[src/boot_prog_consts.svh]
// Constants for the boot self-programming sequencer
`ifndef BOOT_PROG_CONSTS_SVH
`define BOOT_PROG_CONSTS_SVH
`define PAGE_COUNT        128
`define PAGE_WORDS        64
`define FUSE_LOW_ADDR     16'h0000
`define FUSE_HIGH_ADDR    16'h0003
`define LOCK_ADDR         16'h0001
`define READ_WINDOW       3'h5
`define PAGE_MSB          13
`define PAGE_LSB          7
`define WORD_MSB          6
`define WORD_LSB          1
`define UNUSED_FILL       1'h1
`endif

[src/boot_prog_pkg.sv]
// Types for the boot self-programming sequencer
package boot_prog_pkg;
    typedef enum logic [2:0] {
        CMD_NONE, CMD_FILL, CMD_ERASE, CMD_WRITE, CMD_LOCK
    } spm_cmd_t;
endpackage

[src/boot_self_programming.sv]
// Boot self-programming sequencer between CPU and flash array
//
// Decided for this implementation: the placing of the registers and the strobed register port.
`include "boot_prog_consts.svh"
`timescale 1ns/1ps
`default_nettype none
module boot_self_programming
    import boot_prog_pkg::*;
(
    input  wire logic        sys_clk,       // 20 MHz clock
    input  wire logic        reset_n,       // Synchronous reset
    input  wire logic [12:0] fetchAddr,     // Word address of executing instruction
    input  wire logic        spmStrobe,     // Store-program instruction pulse
    input  wire logic [2:0]  spmCmd,        // Requested command (spm_cmd_t)
    input  wire logic [15:0] zPointer,      // Address pointer
    input  wire logic [15:0] spmData,       // Word for the temporary buffer
    input  wire logic        lockSetArm,    // Control write with lock-set and enable
    input  wire logic [3:0]  lockWrData,    // Lock bits to program (boot 3:2, app 1:0)
    input  wire logic        lpmStrobe,     // Load-program instruction pulse
    input  wire logic        eepromWriteBusy, // EEPROM write in progress
    input  wire logic [7:0]  fuseLowIn,     // Low fuse byte
    input  wire logic [2:0]  fuseHighIn,    // Boot size and reset vector fuses
    input  wire logic [1:0]  lockInit,      // Initial fused lock bits LB
    input  wire logic [15:0] flashRdWord,   // Flash word at flashRdAddr
    output logic [12:0]      flashRdAddr,   // Flash read word address
    output logic [7:0]       lpmData,       // Load result, valid cycle after strobe
    output logic             flashEraseGo,  // Page erase pulse
    output logic             flashWriteGo,  // Page write pulse
    output logic [6:0]       flashPage,     // Page for erase or write
    output logic [15:0]      bufWord[64],   // Temporary page buffer
    output logic [1:0]       appLock,       // Application lock bits
    output logic [1:0]       bootLock,      // Boot section lock bits
    output logic [12:0]      bootStart      // First word of boot section
);
    logic [1:0]  eeSync_q;
    logic        eeBusy;
    logic [2:0]  armCnt_q;
    logic        inBoot;
    logic        spmOk;
    logic [5:0]  bootPages;
    logic [1:0]  appLock_q;
    logic [1:0]  bootLock_q;
    logic [7:0]  lpmData_q;
    logic        eraseGo_q;
    logic        writeGo_q;
    logic [6:0]  page_q;
    logic [15:0] buf_q[64];

    // EEPROM busy comes from another block; synchronise it
    always_ff @(posedge sys_clk) begin
        if (!reset_n) begin
            eeSync_q <= 2'h0;
        end else begin
            eeSync_q <= {eeSync_q[0], eepromWriteBusy};
        end
    end
    assign eeBusy = eeSync_q[1];

    // Boot size decode from the fuse field
    always_comb begin
        case (fuseHighIn[2:1])
            2'h3:    bootPages = 6'h02;
            2'h2:    bootPages = 6'h04;
            2'h1:    bootPages = 6'h08;
            default: bootPages = 6'h10;
        endcase
    end
    assign bootStart = 13'(`PAGE_COUNT * `PAGE_WORDS) - 13'({bootPages, 6'h00});
    assign inBoot = fetchAddr >= bootStart;
    assign spmOk = spmStrobe && inBoot && !eeBusy;

    // Window during which a load returns fuse or lock bits
    always_ff @(posedge sys_clk) begin
        if (!reset_n) begin
            armCnt_q <= 3'h0;
        end else if (lockSetArm && !eeBusy) begin
            armCnt_q <= `READ_WINDOW;
        end else if (armCnt_q != 3'h0) begin
            armCnt_q <= armCnt_q - 3'h1;
        end
    end

    assign flashRdAddr = zPointer[13:1];

    // Fuse or lock readback while the window is open and EEPROM is not busy, plain byte read otherwise
    always_ff @(posedge sys_clk) begin
        if (!reset_n) begin
            lpmData_q <= 8'h00;
        end else if (lpmStrobe) begin
            if (armCnt_q != 3'h0 && !eeBusy) begin
                if (zPointer == `FUSE_LOW_ADDR) begin
                    lpmData_q <= {fuseLowIn[7:5], `UNUSED_FILL, fuseLowIn[3:0]};
                end else if (zPointer == `FUSE_HIGH_ADDR) begin
                    lpmData_q <= {{5{`UNUSED_FILL}}, fuseHighIn};
                end else begin
                    lpmData_q <= {2'h3, bootLock_q, appLock_q, lockInit};
                end
            end else begin
                lpmData_q <= zPointer[0] ? flashRdWord[15:8] : flashRdWord[7:0];
            end
        end
    end
    assign lpmData = lpmData_q;

    // Lock bits: only programming (clearing) is possible from software
    always_ff @(posedge sys_clk) begin
        if (!reset_n) begin
            appLock_q  <= 2'h3;
            bootLock_q <= 2'h3;
        end else if (spmOk && spmCmd == 3'(CMD_LOCK)) begin
            appLock_q  <= appLock_q & lockWrData[1:0];
            bootLock_q <= bootLock_q & lockWrData[3:2];
        end
    end
    assign appLock  = appLock_q;
    assign bootLock = bootLock_q;

    // Erase and write pulses carry the page chosen by the pointer
    always_ff @(posedge sys_clk) begin
        if (!reset_n) begin
            eraseGo_q <= 1'b0;
            writeGo_q <= 1'b0;
            page_q    <= 7'h00;
        end else begin
            eraseGo_q <= spmOk && spmCmd == 3'(CMD_ERASE) && !zPointer[0];
            writeGo_q <= spmOk && spmCmd == 3'(CMD_WRITE) && zPointer[6:0] == 7'h00;
            if (spmOk && (spmCmd == 3'(CMD_ERASE) || spmCmd == 3'(CMD_WRITE))) begin
                page_q <= zPointer[`PAGE_MSB:`PAGE_LSB];
            end
        end
    end
    assign flashEraseGo = eraseGo_q;
    assign flashWriteGo = writeGo_q;
    assign flashPage    = page_q;

    // Temporary page buffer, one word per entry
    genvar w;
    generate
        for (w = 0; w < 64; w++) begin : g_buf
            always_ff @(posedge sys_clk) begin
                if (!reset_n) begin
                    buf_q[w] <= 16'hFFFF;
                end else if (spmOk && spmCmd == 3'(CMD_FILL) && !zPointer[0]
                             && zPointer[`WORD_MSB:`WORD_LSB] == 6'(w)) begin
                    buf_q[w] <= spmData;
                end
            end
            assign bufWord[w] = buf_q[w];
        end
    endgenerate

    a_app_blocked: assert property (@(posedge sys_clk) disable iff (!reset_n)
        spmStrobe && fetchAddr < bootStart |=> !flashEraseGo && !flashWriteGo)
        else $error("programming from application section");
    a_ee_blocks: assert property (@(posedge sys_clk) disable iff (!reset_n)
        eeSync_q[1] && spmStrobe |=> !flashEraseGo && !flashWriteGo)
        else $error("programming during EEPROM write");
    a_boot_size: assert property (@(posedge sys_clk) disable iff (!reset_n)
        fuseHighIn[2:1] == 2'h0 |-> bootStart == 13'h1C00)
        else $error("boot size wrong");
    a_fuse_low: assert property (@(posedge sys_clk) disable iff (!reset_n)
        lpmStrobe && armCnt_q != 3'h0 && !eeSync_q[1] && zPointer == 16'h0000
        |=> lpmData == {$past(fuseLowIn[7:5]), 1'b1, $past(fuseLowIn[3:0])})
        else $error("low fuse read wrong");
    a_fuse_high: assert property (@(posedge sys_clk) disable iff (!reset_n)
        lpmStrobe && armCnt_q != 3'h0 && !eeSync_q[1] && zPointer == 16'h0003
        |=> lpmData[2:0] == $past(fuseHighIn))
        else $error("high fuse read wrong");
    a_arm_window: assert property (@(posedge sys_clk) disable iff (!reset_n)
        lockSetArm && !eeSync_q[1] |=> armCnt_q == 3'h5)
        else $error("read window not opened");
    a_byte_sel: assert property (@(posedge sys_clk) disable iff (!reset_n)
        lpmStrobe && armCnt_q == 3'h0 && zPointer[0]
        |=> lpmData == $past(flashRdWord[15:8]))
        else $error("byte select wrong");
    a_lock_sticky: assert property (@(posedge sys_clk) disable iff (!reset_n)
        ##1 (appLock & ~$past(appLock)) == 2'h0)
        else $error("lock bit unprogrammed");
    a_page_addr: assert property (@(posedge sys_clk) disable iff (!reset_n)
        spmOk && spmCmd == 3'(CMD_ERASE) |=> flashPage == $past(zPointer[13:7]))
        else $error("page address wrong");

    // Further guards on pointer use, pulses, locks and the read window
    a_write_page: assert property (@(posedge sys_clk) disable iff (!reset_n)
        spmOk && spmCmd == 3'(CMD_WRITE)
        |=> flashPage == $past(zPointer[13:7]))
        else $error("write page address wrong");
    a_write_word0: assert property (@(posedge sys_clk) disable iff (!reset_n)
        spmStrobe && zPointer[6:0] != 7'h00
        |=> !flashWriteGo)
        else $error("page write with nonzero word select");
    a_erase_pulse: assert property (@(posedge sys_clk) disable iff (!reset_n)
        flashEraseGo
        |=> !flashEraseGo)
        else $error("erase pulse too long");
    a_lock_no_z: assert property (@(posedge sys_clk) disable iff (!reset_n)
        spmOk && spmCmd == 3'(CMD_LOCK)
        |=> bootLock == ($past(bootLock) & $past(lockWrData[3:2])))
        else $error("boot lock update wrong");
    a_byte_low: assert property (@(posedge sys_clk) disable iff (!reset_n)
        lpmStrobe && armCnt_q == 3'h0 && !zPointer[0]
        |=> lpmData == $past(flashRdWord[7:0]))
        else $error("low byte select wrong");
    a_lock_read: assert property (@(posedge sys_clk) disable iff (!reset_n)
        lpmStrobe && armCnt_q != 3'h0 && !eeSync_q[1] && zPointer == 16'h0001
        |=> lpmData == {2'h3, $past(bootLock), $past(appLock), $past(lockInit)})
        else $error("lock readback wrong");
    a_ee_no_arm: assert property (@(posedge sys_clk) disable iff (!reset_n)
        eeSync_q[1] && armCnt_q == 3'h0
        |=> armCnt_q == 3'h0)
        else $error("read window opened during EEPROM write");
    a_app_no_lock: assert property (@(posedge sys_clk) disable iff (!reset_n)
        spmStrobe && fetchAddr < bootStart
        |=> appLock == $past(appLock) && bootLock == $past(bootLock))
        else $error("lock changed from application section");
    a_window_count: assert property (@(posedge sys_clk) disable iff (!reset_n)
        armCnt_q != 3'h0 && !(lockSetArm && !eeSync_q[1])
        |=> armCnt_q == $past(armCnt_q) - 3'h1)
        else $error("read window count wrong");
    a_fill_word: assert property (@(posedge sys_clk) disable iff (!reset_n)
        spmOk && spmCmd == 3'(CMD_FILL) && zPointer[6:0] == 7'h00
        |=> bufWord[0] == $past(spmData))
        else $error("buffer fill wrong");
endmodule
`default_nettype wire

[config.mk]
export PLATFORM = sky130hd
export DESIGN_NAME = boot_self_programming
export DESIGN_NICKNAME = d
export VERILOG_FILES = /design/src/boot_prog_pkg.sv /design/src/boot_self_programming.sv
export VERILOG_INCLUDE_DIRS = /design/src
export SDC_FILE = /design/constraint.sdc
export NUM_CORES = 1
export LEC_CHECK = 0
export BUFFER_PORTS_ARGS = -buffer_cell sky130_fd_sc_hd__buf_2
export CAP_MARGIN = 0
export CORE_AREA = 10 10 440 442
export CTS_CLUSTER_SIZE = 14
export DETAILED_ROUTE_END_ITERATION = 10
export DIE_AREA = 0 0 450 452
export GPL_TIMING_DRIVEN = 0
export PLACE_DENSITY = 0.36
export SLEW_MARGIN = 20
export SYNTH_ARGS = -nofsm -noshare
export SYNTH_HDL_FRONTEND = slang
export SYNTH_SLANG_ARGS = --single-unit
[constraint.sdc]
create_clock -name sys_clk -period 4.3 [get_ports sys_clk]
set_input_delay 0.215 -clock sys_clk [delete_from_list [all_inputs] [get_ports sys_clk]]
set_output_delay 0.215 -clock sys_clk [all_outputs]
set_load 0.01 [all_outputs]
=== After elaboration in Yosys (flattened, before gate mapping) ===
Memories as Yosys holds them, arrays and structs flattened.
Cells that the tools add are included.

* Equal/unequal tests: 71
* Reductions and logical operators: 85
* Divide/modulo/power cells: 0
* Multiply operators: 0
* Bitwise operators: 67
* Muxes and demuxes: 264
* Shift operators: 0
* Order comparisons: 1
* $add $sub $neg: 2

{| class="wikitable"
|+ Operator list
! kind !! number
|-
| two-way mux 16 bit || 64
|-
| two-way mux 1 bit || 193
|-
| == test 6 bit, second input constant || 32
|-
| == test 6 x 5 -> 1 bit, second input constant || 16
|-
| logical AND 1 bit || 76
|-
| bitwise OR 1 bit || 64
|-
| == test 6 x 4 -> 1 bit, second input constant || 8
|-
| == test 6 x 3 -> 1 bit, second input constant || 4
|-
| two-way mux 8 bit || 3
|-
| == test 16 x 2 -> 1 bit, second input constant || 1
|-
| logical NOT 16 bit || 1
|-
| case mux 5 bit (3 select lines) || 1
|-
| >= comparator 13 bit || 1
|-
| subtractor 1 x 12 -> 13 bit, first input constant || 1
|-
| == test 6 x 2 -> 1 bit, second input constant || 2
|-
| logical NOT 7 bit || 1
|-
| == test 3 x 2 -> 1 bit, second input constant || 2
|-
| == test 6 x 1 -> 1 bit, second input constant || 1
|-
| logical NOT 6 bit || 1
|-
| two-way mux 3 bit || 2
|-
| two-way mux 6 bit || 1
|-
| AND 2 bit || 2
|-
| == test 2 bit, second input constant || 2
|-
| == test 3 x 1 -> 1 bit, second input constant || 1
|-
| other kinds (9) || 10
|}

* Logic and storage cells: 500
* Memory bits (writable): 1,024
* Memories: 1
* Latch bits: 0
* Register bits after elaboration: 26
* Bits in read-only memories: 0

{| class="wikitable"
|+ Memory list
! memory !! depth !! bits a word !! read ports !! clocked after memory_dff !! write ports !! line !! text
|-
| buf_q || 64 || 16 || 64 || 0 || 64 || boot_self_programming.sv:47 || <nowiki>logic [15:0] buf_q[64];</nowiki>
|}

=== Logic depth before layout (Yosys ltp) ===
* Depth in word-level cells: 13
* Mapped depth: 11
* Mapped depth without buffers: 8

=== Worst setup path before layout ===
Ideal clock, no wire load.

* Kind: input to register
* Start: input port fuseHighIn[1]
* End: memory buf_q[19][0] (enable)
* Data arrival time: 3,234 ps
* Setup time: 411 ps
* Required time: 3,889 ps
* Stages on the path: 9
* Slack: 654 ps
* Path through: nand2b_1 > ha_1 > inv_1 > ha_1 > o21ai_1 > a21oi_1 > clkbuf_1 > o311ai_2 > o21ai_0

{| class="wikitable"
|+ RTL lines
! what !! line !! text
|-
| from (decl) || boot_self_programming.sv:22 || <nowiki>input wire logic [2:0] fuseHighIn,</nowiki>
|-
| to (decl) || boot_self_programming.sv:47 ||
|}

==> out/results.ini <==
[run_status]
status = completed

[global_routing]
grt_pass1_wl_um = 285000
grt_max_degree = 18
grt_overflow = 0
grt_pass1_vias = 29200
antenna_found_initial = 26
grtUsageTotal_pct = 20.7

[cts]
cts_root_buf = clkbuf_16
ctsHtreeMaxLevel = 3
clockBufferDepth = 3
cts_tree = done
cts.sinks = 1050
numCtsBuffers = 121
cts_resized = 0
clk_latency_ps = 790
cts.clk_slew.worst_paths_ps = 60

[route]
drtAntennaViolNets = 0
drc_errors = 0
via_per_inst = 4.21
drt-pass1-iter-count = 6
wl_per_cell_um = 32.4
wl_um = 220000
drt_iter0_drc = 2251
route.vias.total = 28600

[timing]
period_share_pct = 78.4
final_max_slew_viol_count = 0
min_period_ps = 3370
fin_worst_skew_ps = 18.5
setup_viol = 0
finalHoldViolations = 0
tightest_slew_ps = 1030
rsz0062_at_grt = no
setup_ws_ps = 927
fmax_mhz = 296
slew_headroom_pct = 31.5

[logic_synthesis]
syn_area_mm2 = 0.0393
yosysWarnings = 0
synthArstFlopShare_pct = 0
synth_cells = 2783
ys_seq_area_share_pct = 79.6
synthFlopType = edfxtp_1
synth.distinct_cells = 58
synth_edf_count = 1024
ys_seq_elements = 1050
avgSynthCellArea_um2 = 14.1

[setup_path]
cp-end-kind = flop
crit_top_cell = ha_1
start_kind = input port
path_cells = buf_2, nand2_1, ha_1, inv_1, ha_1, o21ai_1, a21oi_2, clkbuf_1, o311ai_4, buf_6, o21ai_2, buf_8
ff2ff_path_depth = 7
path_max_fanout = 10
ff2ff_setup_slack_ps = 970
max_stage_delay_ps = 680
crit_required_ps = 4800
r2r-end = buf_q[37][6]$_SDFFCE_PN1P_
cp_data_arrival_time_ps = 3870
cp_slowest_cell = a21oi_2
reg2reg_from = eeSync_q[1]$_SDFF_PN0_
path_buf_inv = 5
critPathKind = in2reg
crit_family = compound AO/OA/AOI/OAI gates

[power]
pwr_density_cell_mw_per_mm2 = 426
pwr-share-clk_pct = 43.7
p_leak_nw = 17.6
combPwrFrac_pct = 7.1
power_switching_mw = 5.77
ir_worst_vdd_uv = 308
p_sw_share_pct = 24.6
p_int_mw = 17.7
seq_power_share_pct = 49.2

[layout]
final_cells = 6788
finalNetCount = 4290
stdcell_area_mm2 = 0.0550
drive_gt1_share_pct = 39.0
mostFrequentLayoutCells = buf_2 (1,274), edfxtp_1 (1,024), nand2_1 (1,012), nor2_1 (142), clkbuf_16 (121)
layout_commonest_cell = buf_2
nFillCells = 19100
syn_to_final_growth_pct = 40.1

[placement]
placed_area_mm2 = 0.0506
gp_congestion = 0.829
io_buffers = 1143
hpwl_um = 173000
dp_worst_setup_slack_ps = 77.8
placed_cells = 6495

[hold_path]
min_path_type = in2reg
holdPathStages = 4
min_from = spmStrobe
holdPathEnd = buf_q[35][15]$_SDFFCE_PN1P_

[floorplan]
dieArea_mm2 = 0.203
die_w_um = 450
die_y_um = 452
num_rows = 158
initial_core_util_pct = 21.3
core_mm2 = 0.185
num_io_pins = 1158

[job]
drv_cap = 0

tightest hold or removal path: cells and delay by family:
kind	cells	cell delay (ps)
simple gates	2	290
buf+inv	1	110
compound gates	1	110
through the flow:
step	TNS, ps	power [mW]	util [%]	hold WS (ps)
3_3_place_gp	-1794060	13.2	26.1	423
4_1_cts	0	23.7	29.8	26.2
2_1_floorplan	0	12.3	-	334
6_report	0	23.5	29.8	112
3_5_place_dp	0	13.4	27.4	434
5_1_grt	0	24.2	29.8	71.0
power groups by stage:
stage               Combinational [mW]  Clock [mW]  Sequential (mW)
floorplan                        0.378           0             11.9
global placement                  1.42           0             11.8
detailed placement                1.66           0             11.8
CTS                               1.71        10.5             11.6
global route                      1.75        10.8             11.6
finish                            1.66        10.3             11.6
flip-flops by register name (all words and copies together) (netlist names), 2 cells and up:
| register | cells |
|---|---|
| buf_q | 1024 |
| lpmData | 8 |
| flashPage | 7 |
| armCnt_q | 3 |
| appLock | 2 |
| bootLock | 2 |
| eeSync_q | 2 |
metal layers:
layer	global-route usage, %	share of wire, %
met1	23.2	37
met2	37.1	51
met4	6.81	3.6
met5	0	0
met3	6.37	7.8
area by class of cell:
cell class                      count  area [µm²]  area share [%]
Buffer                            257        1280            2.32
Multi-Input combinational cell   1476        7560            13.7
Inverter                            8        30.0          0.0546
Clock buffer                      152        3140            5.71
Sequential cell                  1050       31300            56.8
Antenna cell                       13        32.5          0.0591
Clock inverter                     71         661            1.20
Timing Repair Buffer             1281        7970            14.5
Tap cell                         2480        3100            5.64
Yosys cell counts, drive strengths merged, types with 8 or more instances:
master	n	area, µm²
and3	9	56.3
nand2	1013	3800
nor2	142	533
a21oi	12	60.1
a31oi	17	254
o2111ai	8	70.1
o311ai	9	109
o31ai	10	75.1
and2	9	56.3
nor2b	15	93.8
dfxtp	26	521
ha	8	100
clkbuf	91	342
nand3b	64	480
buf	166	910
edfxtp	1024	30700
o21ai	68	340
cell families (layout without fill, tap and decap cells):
group | Yosys count | in the layout | share of synthesized area, %
and+or+nand+nor | 1300 | 1300 | 13.8
DFF | 1050 | 1050 | 79.6
buffers and inverters | 265 | 1769 | 3.26
AOI/OAI and AO/OA | 149 | 149 | 2.86
adders and majority gates | 8 | 8 | 0.255
muxes | 8 | 8 | 0.220
other | 2 | 23 | 0.0191
xor gates and xnor gates | 1 | 1 | 0.0223
how the worst max path moves through the flow:
| stage | start | endpoint | slack [ps] | cells past startpoint |
|---|---|---|---|---|
| CTS | eeSync_q[1]$_SDFF_PN0_ | buf_q[37][6]$_SDFFCE_PN1P_ | 890 | 7 |
| floorplan | fuseHighIn[1] | buf_q[19][0]$_SDFFCE_PN1P_ | 650 | 9 |
| global placement | fuseHighIn[1] | buf_q[41][3]$_SDFFCE_PN1P_ | -2700 | 9 |
| global route | fuseHighIn[2] | buf_q[18][7]$_SDFFCE_PN1P_ | 800 | 12 |
| detailed placement | fuseHighIn[2] | buf_q[13][15]$_SDFFCE_PN1P_ | 80 | 9 |
| finish | fuseHighIn[2] | buf_q[14][1]$_SDFFCE_PN1P_ | 930 | 12 |
what timing repair did:
item | in CTS | in global routing
hold endpoints to repair | 64 | 0
buffers inserted | 0 | 0
hold buffers | 57 | 0
(Power assumes the default switching activity.)
